<file path="src/core/vp_defines.svh">
// Shared constants of the video port tick, capture FIFO and display mode block.
`ifndef VP_DEFINES_SVH
`define VP_DEFINES_SVH

// Capture modes held in the port control register.
`define VP_CAP_BT656 2'h0
`define VP_CAP_YC 2'h1
`define VP_CAP_RAW 2'h2
`define VP_CAP_TS 2'h3

// Software register byte offsets.
`define VP_REG_PORT_CTL 5'h00
`define VP_REG_DISP_CTL 5'h04
`define VP_REG_STREAM_CTL 5'h08
`define VP_REG_IRQ_STAT 5'h0c
`define VP_REG_TICK_INT 5'h10
`define VP_REG_FIFO_STAT 5'h14

// Field positions.
`define VP_PC_CAPMODE 1:0
`define VP_PC_DUAL_DIS 2
`define VP_DC_MODE 2:0
`define VP_SC_TICK_EN 0
`define VP_SC_CNT_MODE 1
`define VP_IS_TICK 0
`define VP_FS_NONEMPTY 5:0

// Reset values.
`define VP_ZERO32 32'h0000_0000
`define VP_ZERO64 64'h0000_0000_0000_0000

// Capture FIFO geometry.
`define VP_WORD_W 64
`define VP_NUM_FIFO 6
`define VP_NUM_COLOR 3
`define VP_FIFO_DEPTH 3'h4
`define VP_PTR_W 2
`define VP_CNT_W 3

// Pseudo-register map on the link: channel base plus color offset.
`define VP_FIFO_BASE_A 8'h00
`define VP_FIFO_BASE_B 8'h20
`define VP_OFS_LUMA 8'h00
`define VP_OFS_BLUE 8'h08
`define VP_OFS_RED 8'h10

// Display mode codes.
`define VP_DM_BT656_8 3'h0
`define VP_DM_BT656_10 3'h1
`define VP_DM_RAW_8 3'h2
`define VP_DM_RAW_10 3'h3
`define VP_DM_YC_8 3'h4
`define VP_DM_YC_10 3'h5
`define VP_DM_RAW_16 3'h6
`define VP_DM_RAW_20 3'h7

// Display sample widths in bits.
`define VP_W8 5'h08
`define VP_W10 5'h0a
`define VP_W16 5'h10
`define VP_W20 5'h14

`endif

</file>
<file path="src/core/vp_pkg.sv">
// Types shared by the video port ends.
`include "vp_defines.svh"
package vp_pkg;
	typedef logic [`VP_WORD_W-1:0] vp_word_type;
	typedef enum logic [1:0] {VP_DMA_IDLE, VP_DMA_REQ, VP_DMA_WAIT} vp_dma_state_type;
	typedef enum logic [1:0] {VP_DISP_MUX, VP_DISP_PARALLEL, VP_DISP_RAW} vp_disp_kind_type;
endpackage

</file>
<file path="src/core/vp_link.sv">
// Link between the video port capture FIFOs and the DMA controller.
`timescale 1ns/1ps
`default_nettype none
interface vp_link;
	import vp_pkg::*;
	logic fifoRead;
	logic [7:0] fifoAddr;
	vp_word_type fifoData;
	logic fifoValid;
	logic [1:0] lumaDmaEvent;
	logic [1:0] blueChromaDmaEvent;
	logic [1:0] redChromaDmaEvent;

	// The video port answers reads and raises events.
	modport dev (
		input fifoRead, fifoAddr,
		output fifoData, fifoValid, lumaDmaEvent, blueChromaDmaEvent, redChromaDmaEvent
	);

	// The DMA controller issues reads.
	modport dma (
		output fifoRead, fifoAddr,
		input fifoData, fifoValid, lumaDmaEvent, blueChromaDmaEvent, redChromaDmaEvent
	);
endinterface
`default_nettype wire

</file>
<file path="src/core/vp_fifo.sv">
// One capture FIFO of 64-bit words held in flip-flops.
`timescale 1ns/1ps
`default_nettype none
module vp_fifo
	import vp_pkg::*;
(
	// Clock and reset.
	input wire logic clock,
	input wire logic sys_rst,
	input wire logic clkEn,
	// Fill side.
	input wire logic push,
	input wire vp_word_type pushData,
	// Drain side.
	input wire logic pop,
	output vp_word_type popData,
	// Fill level after this cycle.
	output logic [`VP_CNT_W-1:0] countNxt
);
	vp_word_type mem_r [`VP_FIFO_DEPTH];
	vp_word_type mem_nxt [`VP_FIFO_DEPTH];
	logic [`VP_PTR_W-1:0] wrPtr_r, wrPtr_nxt, rdPtr_r, rdPtr_nxt;
	logic [`VP_CNT_W-1:0] cnt_r;
	logic doPush, doPop;

	// A push into a full FIFO is dropped; the caller watches the full flag.
	always_comb begin
		doPush = push && (cnt_r != `VP_FIFO_DEPTH);
		doPop = pop && (cnt_r != '0);
		mem_nxt = mem_r;
		wrPtr_nxt = wrPtr_r;
		rdPtr_nxt = rdPtr_r;
		countNxt = cnt_r;
		if (doPush) begin
			mem_nxt[wrPtr_r] = pushData;
			wrPtr_nxt = wrPtr_r + 1'b1;
		end
		if (doPop) begin
			rdPtr_nxt = rdPtr_r + 1'b1;
		end
		if (doPush && !doPop) begin
			countNxt = cnt_r + 1'b1;
		end else if (doPop && !doPush) begin
			countNxt = cnt_r - 1'b1;
		end
	end

	// The oldest word always sits at the read pointer.
	assign popData = mem_r[rdPtr_r];

	// Storage and pointers.
	always_ff @(posedge clock or posedge sys_rst) begin
		if (sys_rst) begin
			for (int i = 0; i < `VP_FIFO_DEPTH; i++) begin
				mem_r[i] <= `VP_ZERO64;
			end
			wrPtr_r <= '0;
			rdPtr_r <= '0;
			cnt_r <= '0;
		end else if (clkEn) begin
			mem_r <= mem_nxt;
			wrPtr_r <= wrPtr_nxt;
			rdPtr_r <= rdPtr_nxt;
			cnt_r <= countNxt;
		end
	end
endmodule
`default_nettype wire

</file>
<file path="src/core/vp_device.sv">
// Video port end: tick counter, capture FIFO pseudo-registers and display mode decode.
//
// How it works
// - Tick flag every count plus one clocks.
// - Tick counter ignores the counter mode bit.
// - Writing tick interval clears the counter.
// - On match set flag, counter back to zero.
// - Software disables tick before changing interval.
// - Tick interval 32-bit, resets zero, stream mode.
// - Luma, blue, red FIFOs at 00h, 08h, 10h.
// - Address is channel base plus offset.
// - Video modes raise three separate DMA events.
// - Raw mode raises only the luma event.
// - Raw and stream: chroma pseudo-registers unused.
// - FIFO words are 64 bits, read whole.
// - Three-bit display mode decodes eight formats.
// - Dual-channel modes refused while dual disable set.
// - Multiplexed stream or parallel luma and chroma.
//
// Added by the designer: the Avalon-MM interface to the registers.
`timescale 1ns/1ps
`default_nettype none
module vp_device
	import vp_pkg::*;
(
	// Clock, reset and freeze.
	input wire logic clock,
	input wire logic sys_rst,
	input wire logic clkEn,
	// Software register port, Avalon-MM slave.
	input wire logic [4:0] avsAddress,
	input wire logic avsRead,
	input wire logic avsWrite,
	input wire logic [31:0] avsWriteData,
	input wire logic [3:0] avsByteEnable,
	output logic [31:0] avsReadData,
	output logic avsWaitRequest,
	// System time clock tick enable, one pulse per tick.
	input wire logic stcTick,
	// Capture data entry.
	input wire logic capPush,
	input wire logic [2:0] capSel,
	input wire vp_word_type capData,
	output logic [`VP_NUM_FIFO-1:0] capFull,
	// Decoded display mode and tick status.
	output vp_disp_kind_type dispKind,
	output logic [4:0] dispWidth,
	output logic tickStatus,
	// DMA side.
	vp_link.dev link
);
	logic [1:0] capMode_r, capMode_nxt;
	logic dualDis_r, dualDis_nxt;
	logic [2:0] dispMode_r, dispMode_nxt;
	logic tickEn_r, tickEn_nxt, cntMode_r, cntMode_nxt;
	logic tickFlag_r, tickFlag_nxt;
	logic [31:0] tickInt_r, tickInt_nxt, tickCnt_r, tickCnt_nxt;
	logic waitReq_r, waitReq_nxt;
	logic [31:0] readData_r, readData_nxt, readMux;
	logic wrTake;
	logic [`VP_NUM_FIFO-1:0] push, pop, capFull_r, capFull_nxt;
	logic [`VP_CNT_W-1:0] countNxt [`VP_NUM_FIFO];
	vp_word_type headData [`VP_NUM_FIFO];
	vp_word_type fifoData_r, fifoData_nxt;
	logic fifoValid_r, fifoValid_nxt;
	logic [1:0] lumaEvt_r, lumaEvt_nxt, blueEvt_r, blueEvt_nxt, redEvt_r, redEvt_nxt;
	logic [`VP_NUM_FIFO-1:0] nonEmpty;
	logic [3:0] hit;
	logic chromaOn;
	vp_disp_kind_type dispKind_r, dispKind_nxt;
	logic [4:0] dispWidth_r, dispWidth_nxt;

	// Merge write data into a register under the byte enables.
	function automatic logic [31:0] applyBe(input logic [31:0] old, input logic [31:0] wd,
			input logic [3:0] be);
		logic [31:0] res;
		res = old;
		for (int b = 0; b < 4; b++) begin
			if (be[b]) begin
				res[b*8 +: 8] = wd[b*8 +: 8];
			end
		end
		return res;
	endfunction

	// Modes that need both output channels are illegal with dual disable set.
	function automatic logic dispLegal(input logic [2:0] mode, input logic dis);
		return !(dis && (mode == `VP_DM_YC_8 || mode == `VP_DM_YC_10 ||
			mode == `VP_DM_RAW_16 || mode == `VP_DM_RAW_20));
	endfunction

	// Link address to {hit, FIFO index}; index is channel times three plus color.
	function automatic logic [3:0] decodeFifo(input logic [7:0] addr);
		logic [7:0] base;
		logic [7:0] ofs;
		logic [3:0] res;
		res = 4'h0;
		for (int c = 0; c < 2; c++) begin
			base = (c == 0) ? `VP_FIFO_BASE_A : `VP_FIFO_BASE_B;
			for (int k = 0; k < `VP_NUM_COLOR; k++) begin
				ofs = (k == 0) ? `VP_OFS_LUMA : (k == 1) ? `VP_OFS_BLUE : `VP_OFS_RED;
				if (addr == base + ofs) begin
					res = {1'b1, 3'(c * `VP_NUM_COLOR + k)};
				end
			end
		end
		return res;
	endfunction

	// Capture FIFOs, one per channel and color.
	generate
		for (genvar g = 0; g < `VP_NUM_FIFO; g++) begin : gFifo
			assign push[g] = capPush && (capSel == 3'(g));
			assign nonEmpty[g] = (countNxt[g] != '0);
			vp_fifo uFifo (
				.clock(clock),
				.sys_rst(sys_rst),
				.clkEn(clkEn),
				.push(push[g]),
				.pushData(capData),
				.pop(pop[g]),
				.popData(headData[g]),
				.countNxt(countNxt[g])
			);
		end
	endgenerate

	// Read multiplexer for the software registers; holes read zero.
	always_comb begin
		readMux = `VP_ZERO32;
		unique case (avsAddress)
			`VP_REG_PORT_CTL: begin
				readMux[`VP_PC_CAPMODE] = capMode_r;
				readMux[`VP_PC_DUAL_DIS] = dualDis_r;
			end
			`VP_REG_DISP_CTL: readMux[`VP_DC_MODE] = dispMode_r;
			`VP_REG_STREAM_CTL: begin
				readMux[`VP_SC_TICK_EN] = tickEn_r;
				readMux[`VP_SC_CNT_MODE] = cntMode_r;
			end
			`VP_REG_IRQ_STAT: readMux[`VP_IS_TICK] = tickFlag_r;
			`VP_REG_TICK_INT: readMux = tickInt_r;
			`VP_REG_FIFO_STAT: readMux[`VP_FS_NONEMPTY] = nonEmpty;
			default: readMux = `VP_ZERO32;
		endcase
	end

	// Register slave: wait one cycle, then answer; a write lands on the answer edge.
	always_comb begin
		wrTake = avsWrite && !waitReq_r;
		waitReq_nxt = 1'b1;
		readData_nxt = readData_r;
		if ((avsRead || avsWrite) && waitReq_r) begin
			waitReq_nxt = 1'b0;
			readData_nxt = readMux;
		end
		capMode_nxt = capMode_r;
		dualDis_nxt = dualDis_r;
		dispMode_nxt = dispMode_r;
		tickEn_nxt = tickEn_r;
		cntMode_nxt = cntMode_r;
		tickInt_nxt = tickInt_r;
		if (wrTake) begin
			unique case (avsAddress)
				`VP_REG_PORT_CTL: begin
					if (avsByteEnable[0]) begin
						capMode_nxt = avsWriteData[`VP_PC_CAPMODE];
						dualDis_nxt = avsWriteData[`VP_PC_DUAL_DIS];
					end
				end
				`VP_REG_DISP_CTL: begin
					if (avsByteEnable[0] &&
							dispLegal(avsWriteData[`VP_DC_MODE], dualDis_r)) begin
						dispMode_nxt = avsWriteData[`VP_DC_MODE];
					end
				end
				`VP_REG_STREAM_CTL: begin
					if (avsByteEnable[0]) begin
						tickEn_nxt = avsWriteData[`VP_SC_TICK_EN];
						cntMode_nxt = avsWriteData[`VP_SC_CNT_MODE];
					end
				end
				`VP_REG_TICK_INT: tickInt_nxt = applyBe(tickInt_r, avsWriteData, avsByteEnable);
				default: ;
			endcase
		end
	end

	// Tick counter runs on the tick enable in stream capture mode only, never on the counter mode bit.
	always_comb begin
		tickCnt_nxt = tickCnt_r;
		tickFlag_nxt = tickFlag_r;
		if (wrTake && avsAddress == `VP_REG_IRQ_STAT && avsByteEnable[0] &&
				avsWriteData[`VP_IS_TICK]) begin
			tickFlag_nxt = 1'b0;
		end
		if (stcTick && tickEn_r && capMode_r == `VP_CAP_TS) begin
			if (tickCnt_r == tickInt_r) begin
				tickFlag_nxt = 1'b1;
				tickCnt_nxt = `VP_ZERO32;
			end else begin
				tickCnt_nxt = tickCnt_r + 1'b1;
			end
		end
		if (wrTake && avsAddress == `VP_REG_TICK_INT) begin
			tickCnt_nxt = `VP_ZERO32;
		end
	end

	// Link reads: pop and answer next cycle; unused chroma reads return zero.
	always_comb begin
		chromaOn = (capMode_r == `VP_CAP_BT656) || (capMode_r == `VP_CAP_YC);
		hit = decodeFifo(link.fifoAddr);
		pop = '0;
		fifoValid_nxt = 1'b0;
		fifoData_nxt = fifoData_r;
		if (link.fifoRead) begin
			fifoValid_nxt = 1'b1;
			fifoData_nxt = `VP_ZERO64;
			if (hit[3] && (chromaOn || (hit[2:0] % `VP_NUM_COLOR) == 3'h0)) begin
				fifoData_nxt = headData[hit[2:0]];
				pop[hit[2:0]] = 1'b1;
			end
		end
		for (int c = 0; c < 2; c++) begin
			lumaEvt_nxt[c] = nonEmpty[c * `VP_NUM_COLOR];
			blueEvt_nxt[c] = chromaOn && nonEmpty[c * `VP_NUM_COLOR + 1];
			redEvt_nxt[c] = chromaOn && nonEmpty[c * `VP_NUM_COLOR + 2];
		end
		for (int f = 0; f < `VP_NUM_FIFO; f++) begin
			capFull_nxt[f] = (countNxt[f] == `VP_FIFO_DEPTH);
		end
	end

	// Display mode decode into stream layout and sample width.
	always_comb begin
		dispKind_nxt = VP_DISP_RAW;
		dispWidth_nxt = `VP_W8;
		unique case (dispMode_r)
			`VP_DM_BT656_8: dispKind_nxt = VP_DISP_MUX;
			`VP_DM_BT656_10: begin
				dispKind_nxt = VP_DISP_MUX;
				dispWidth_nxt = `VP_W10;
			end
			`VP_DM_RAW_8: dispWidth_nxt = `VP_W8;
			`VP_DM_RAW_10: dispWidth_nxt = `VP_W10;
			`VP_DM_YC_8: dispKind_nxt = VP_DISP_PARALLEL;
			`VP_DM_YC_10: begin
				dispKind_nxt = VP_DISP_PARALLEL;
				dispWidth_nxt = `VP_W10;
			end
			`VP_DM_RAW_16: dispWidth_nxt = `VP_W16;
			`VP_DM_RAW_20: dispWidth_nxt = `VP_W20;
		endcase
	end

	// All state freezes while the clock enable is low.
	always_ff @(posedge clock or posedge sys_rst) begin
		if (sys_rst) begin
			capMode_r <= `VP_CAP_BT656;
			dualDis_r <= 1'b0;
			dispMode_r <= `VP_DM_BT656_8;
			tickEn_r <= 1'b0;
			cntMode_r <= 1'b0;
			tickFlag_r <= 1'b0;
			tickInt_r <= `VP_ZERO32;
			tickCnt_r <= `VP_ZERO32;
			waitReq_r <= 1'b1;
			readData_r <= `VP_ZERO32;
			fifoData_r <= `VP_ZERO64;
			fifoValid_r <= 1'b0;
			lumaEvt_r <= '0;
			blueEvt_r <= '0;
			redEvt_r <= '0;
			capFull_r <= '0;
			dispKind_r <= VP_DISP_MUX;
			dispWidth_r <= `VP_W8;
		end else if (clkEn) begin
			capMode_r <= capMode_nxt;
			dualDis_r <= dualDis_nxt;
			dispMode_r <= dispMode_nxt;
			tickEn_r <= tickEn_nxt;
			cntMode_r <= cntMode_nxt;
			tickFlag_r <= tickFlag_nxt;
			tickInt_r <= tickInt_nxt;
			tickCnt_r <= tickCnt_nxt;
			waitReq_r <= waitReq_nxt;
			readData_r <= readData_nxt;
			fifoData_r <= fifoData_nxt;
			fifoValid_r <= fifoValid_nxt;
			lumaEvt_r <= lumaEvt_nxt;
			blueEvt_r <= blueEvt_nxt;
			redEvt_r <= redEvt_nxt;
			capFull_r <= capFull_nxt;
			dispKind_r <= dispKind_nxt;
			dispWidth_r <= dispWidth_nxt;
		end
	end

	// Every output comes straight from a flip-flop.
	assign avsReadData = readData_r;
	assign avsWaitRequest = waitReq_r;
	assign capFull = capFull_r;
	assign dispKind = dispKind_r;
	assign dispWidth = dispWidth_r;
	assign tickStatus = tickFlag_r;
	assign link.fifoData = fifoData_r;
	assign link.fifoValid = fifoValid_r;
	assign link.lumaDmaEvent = lumaEvt_r;
	assign link.blueChromaDmaEvent = blueEvt_r;
	assign link.redChromaDmaEvent = redEvt_r;
endmodule
`default_nettype wire

</file>
<file path="src/flat_wrapper.sv">
// flat-port wrapper written by rule: the top's interface ports become plain ports
module vp_device_flat import vp_pkg::*;
  (clock, sys_rst, clkEn, avsAddress, avsRead, avsWrite, avsWriteData, avsByteEnable, avsReadData, avsWaitRequest, stcTick, capPush, capSel, capData, capFull, dispKind, dispWidth, tickStatus, link_fifoRead, link_fifoAddr, link_fifoData, link_fifoValid, link_lumaDmaEvent, link_blueChromaDmaEvent, link_redChromaDmaEvent);
  vp_link link_i ();
  input wire logic clock;
  input wire logic sys_rst;
  input wire logic clkEn;
  input wire logic [4:0] avsAddress;
  input wire logic avsRead;
  input wire logic avsWrite;
  input wire logic [31:0] avsWriteData;
  input wire logic [3:0] avsByteEnable;
  output logic [31:0] avsReadData;
  output logic avsWaitRequest;
  input wire logic stcTick;
  input wire logic capPush;
  input wire logic [2:0] capSel;
  input wire vp_word_type capData;
  output logic [`VP_NUM_FIFO-1:0] capFull;
  output vp_disp_kind_type dispKind;
  output logic [4:0] dispWidth;
  output logic tickStatus;
  input wire logic [$bits(link_i.fifoRead)-1:0] link_fifoRead;
  input wire logic [$bits(link_i.fifoAddr)-1:0] link_fifoAddr;
  output wire logic [$bits(link_i.fifoData)-1:0] link_fifoData;
  output wire logic [$bits(link_i.fifoValid)-1:0] link_fifoValid;
  output wire logic [$bits(link_i.lumaDmaEvent)-1:0] link_lumaDmaEvent;
  output wire logic [$bits(link_i.blueChromaDmaEvent)-1:0] link_blueChromaDmaEvent;
  output wire logic [$bits(link_i.redChromaDmaEvent)-1:0] link_redChromaDmaEvent;
  assign link_i.fifoRead = link_fifoRead;
  assign link_i.fifoAddr = link_fifoAddr;
  assign link_fifoData = link_i.fifoData;
  assign link_fifoValid = link_i.fifoValid;
  assign link_lumaDmaEvent = link_i.lumaDmaEvent;
  assign link_blueChromaDmaEvent = link_i.blueChromaDmaEvent;
  assign link_redChromaDmaEvent = link_i.redChromaDmaEvent;
  vp_device u_core (.clock(clock), .sys_rst(sys_rst), .clkEn(clkEn), .avsAddress(avsAddress), .avsRead(avsRead), .avsWrite(avsWrite), .avsWriteData(avsWriteData), .avsByteEnable(avsByteEnable), .avsReadData(avsReadData), .avsWaitRequest(avsWaitRequest), .stcTick(stcTick), .capPush(capPush), .capSel(capSel), .capData(capData), .capFull(capFull), .dispKind(dispKind), .dispWidth(dispWidth), .tickStatus(tickStatus), .link(link_i));
endmodule
</file>
<file path="config.mk">
export PLATFORM = sky130hd
export DESIGN_NAME = vp_device_flat
export DESIGN_NICKNAME = d
export VERILOG_FILES = /design/src/core/vp_pkg.sv /design/src/core/vp_link.sv /design/src/core/vp_fifo.sv /design/src/core/vp_device.sv /design/src/flat_wrapper.sv
export VERILOG_INCLUDE_DIRS = /design/src /design/src/core
export SDC_FILE = /design/constraint.sdc
export NUM_CORES = 2
export LEC_CHECK = 0
export BUFFER_PORTS_ARGS = -buffer_cell sky130_fd_sc_hd__buf_2
export CORE_UTILIZATION = 55
export DETAILED_ROUTE_END_ITERATION = 12
export PLACE_DENSITY = 0.74
export SETUP_SLACK_MARGIN = 0.02
export SLEW_MARGIN = 20
export SYNTH_ARGS = -nofsm -noshare
export SYNTH_HDL_FRONTEND = slang
export SYNTH_SLANG_ARGS = --single-unit
</file>
<file path="constraint.sdc">
create_clock -name clock -period 67.6 [get_ports clock]
set_clock_uncertainty 0.05 [all_clocks]
set_input_delay 10.14 -clock clock [delete_from_list [all_inputs] [get_ports clock]]
set_output_delay 10.14 -clock clock [all_outputs]
set_load 0.02 [all_outputs]
</file>
==> results by group <==
Outcome
  – Status: finished, final reports clean

Timing
  – Final count of negative-setup-slack endpoints: 0
  – Worst-Margin Slew: 1.18 ns
  – Final Cycle Share: 20.7%
  – Max-slew violation count: 0
  – Worst hold slack: 0.411 ns
  – Max frequency: 71.3 MHz
  – Max-slew headroom: 21.4%
  – RSZ-0062 raised after global routing: false
  – Final Hold Fails: 0
  – TNS Setup: 0 ns
  – Min Tclk post-route: 14.02 ns

GRT
  – Total GRT Usage: 29.0%
  – Vias in the first global route: 49900
  – Antenna violations before repair: 20
  – Largest net degree at the start of global routing: 193
  – Total grt overflow: 0
  – First-pass GRT wire length: 320000 um

Place
  – HPWL after DPL: 117000 um
  – Routability cong.: 0.876
  – I/O Buffers: 240
  – Placed Cells: 7147

Synthesis
  – Syn. warnings: 0
  – Synth area leaders: dfrtp_1, mux2_2, mux4_2
  – Avg Cell Area, Syn: 14.9 um2
  – Adder-cell share of the synthesized area: 0.700%
  – Cells after Synth: 5385
  – Post-synthesis xor/xnor area fraction: 1.09%
  – Post-synthesis compound-gate area fraction: 3.16%
  – Mux share of post-synthesis cell area: 34.8%
  – Netlist cell types: 76
  – Synthesized cell area: 0.0804 mm2
  – Main combinational cell family by area after synthesis: multiplexers
  – Seq/Total Area, Yosys: 55.0%
  – Count of state elements after synthesis: 1767
  – Top cell type's share of synthesized area: 54.9%
  – Asr flop ratio synth: 100%
  – EDFF count, synth: 0
  – Post-synthesis simple-gate area fraction: 2.77%
  – Syn Nets: 5554
  – Leading area contributor after synthesis: dfrtp_1
  – Ys flop type: dfrtp_1

Detailed routing
  – Vias: 48100
  – Post-route DRC: 0
  – Initial drt markers: 3731
  – Final antenna-violating net count: 0
  – Vias per cell: 6.43
  – Drt total wl: 211000 um
  – Drt pass-1 iters: 5
  – WL/cell: 28.2 um

Power
  – Switch Pwr: 0.775 mW
  – Pwr Density: 33.9 mW/mm2
  – Tot Pwr: 3.02 mW
  – Internal power: 2.25 mW
  – Sw frac: 25.7%
  – Leakage: 42.2 nW
  – Worst vdd ir: 0.0231 mV
  – Logic pwr share: 17.8%
  – Sequential Power Share: 49.2%
  – Clk pwr share: 32.9%

Die
  – Die H: 384 um
  – DIE AREA: 0.148 mm2
  – Die width: 384 um
  – Initial Util: 55.7%
  – Core area: 0.144 mm2
  – I/O pin total: 242
  – Core Rows: 139

Setup path
  – Required time of the worst setup path: 68.38 ns
  – Critical path launch point type: primary input
  – CP Max Fanout: 91
  – Critical path arrival: 14.80 ns
  – Critical path class: primary input to asynchronous set/reset pin
  – CP Capture Type: asynchronous set/reset pin

CTS
  – H-tree Lvls: 4
  – Total CTS buffers: 179
  – Post-CTS Setup Bufs: 0
  – Sink Count: 1767
  – Clock Tree Buf Depth: 3
  – CTS tree: done
  – Worst skew pair latency: 0.84 ns
  – Clk slew on worst S/H paths: 0.05 ns
  – Hold buffer count at cts: 0
  – Post-CTS Resized: 0
  – Root Buffer: clkbuf_16

Layout
  – Layout cells sized above 1: 48.3%
  – Fill count: 10600
  – Nets: 5596
  – Area growth syn-to-layout: 10.8%
  – Commonest non-fill, non-tap cell in the layout: dfrtp_1
  – Commonest cells after routing, fill and taps aside: dfrtp_1, mux2_2, mux4_2
  – Cell Count, Final, Fillers Out: 7483

Worst hold path
  – Worst hold-check path type: flip-flop to flip-flop

Flow run
  – Max cap viols: 0
==> state kept, by name, indices dropped and copies added, names as in the netlist, 2 cells and up <==
signal                          count
u_core.link.blueChromaDmaEvent      2
u_core.link.fifoData               64
u_core.link.redChromaDmaEvent       2
u_core.link.lumaDmaEvent            2
u_core.tickInt_r                   32
u_core.capFull                      6
u_core.capMode_r                    2
u_core.gFifo.uFifo.mem_r         1536
u_core.gFifo.uFifo.cnt_r           18
u_core.gFifo.uFifo.rdPtr_r         12
u_core.dispKind                     2
u_core.dispWidth                    4
u_core.avsReadData                 32
u_core.gFifo.uFifo.wrPtr_r         12
u_core.dispMode_r                   3
u_core.tickCnt_r                   32
==> critical path, stage by stage <==
cell and delay [ns]:
buf_2 0.14, inv_8 0.39, buf_4 0.87, buf_4 0.82
buf_4 0.82, buf_6 0.66, buf_6 0.72
==> cell families (layout without fill, tap and decap cells) <==
logic type,count (synthesis),count (layout)
adders and majority gates,45,45
other,2,10
DFF,1767,1767
AOI/OAI and AO/OA,380,380
buffers and inverters,510,697
xor gates and xnor gates,100,100
and+or+nand+nor,477,477
muxes,2104,2104
==> power by group through the flow <==
| stage | sequential (mW) | combinational [mW] | clock (mW) |
|---|---|---|---|
| after global placement | 1.48 | 0.513 | 0 |
| after floorplan | 1.47 | 0.442 | 0 |
| after detailed placement | 1.50 | 0.536 | 0 |
| final | 1.49 | 0.538 | 0.995 |
| after global routing | 1.52 | 0.585 | 1.05 |
| after CTS | 1.48 | 0.540 | 1.01 |
==> routing by layer <==
layer | track usage [%] | wire length (um) | vias to the layer above
met5 | 0 | 109 | -
met4 | 9.53 | 6300 | 18
met3 | 5.31 | 13600 | 403
met2 | 46.9 | 102000 | 1569
met1 | 39.9 | 88600 | 26100
li1 | - | - | 20000
==> area by class of cell <==
type	instances	area, um2	area share [%]
Tap cell	1903	2380	2.67
Sequential cell	1767	44300	49.7
Clock inverter	57	609	0.684
Timing Repair Buffer	322	1920	2.15
Inverter	49	191	0.215
Multi-Input combinational cell	3108	34400	38.6
Clock buffer	269	5320	5.97
Antenna cell	8	20.0	0.0225
==> metrics by stage <==
step / instance area [um2] / setup WS, ns / utilization [%]
final: 89100 / 53.58 / 61.7
after CTS: 89000 / 52.74 / 61.7
after floorplan: 80400 / 7.53 / -
after detailed placement: 83100 / 51.87 / 57.5
after global routing: 89100 / 52.74 / 61.7
after global placement: 83100 / 51.97 / 57.5
==> synth_stat cells (49+ instances only) <==
cell type and count:
mux2i_1 77, mux2_2 1641, buf_2 77, o21ai_0 49, o22ai_1 68, nor2_1 73
a221oi_1 61, clkbuf_1 360, inv_1 49, mux4_2 386, nand3_1 71, xnor2_1 86
dfrtp_1 1765, nand2_1 211, a21oi_1 77
==> worst paths after layout <==
| path | from | endpoint | slack, ns | depth (start not counted) |
|---|---|---|---|---|
| max | sys_rst | u_core.gFifo[5].uFifo.mem_r[198] | 53.58 | 7 |
| min | u_core.avsReadData[12] | u_core.avsReadData[12] | 0.41 | 2 |
| max reg2reg | u_core.gFifo[2].uFifo.cnt_r[0] | u_core.gFifo[2].uFifo.mem_r[65] | 63.60 | 8 |
| min reg2reg | u_core.avsReadData[12] | u_core.avsReadData[12] | 0.41 | 2 |
| max in group clock | link_fifoAddr[3] | u_core.link.fifoData[24] | 53.82 | 12 |
| min in group asynchronous | sys_rst | u_core.tickEn_r | 9.33 | 2 |
Power figures use the tool's default switching activity.
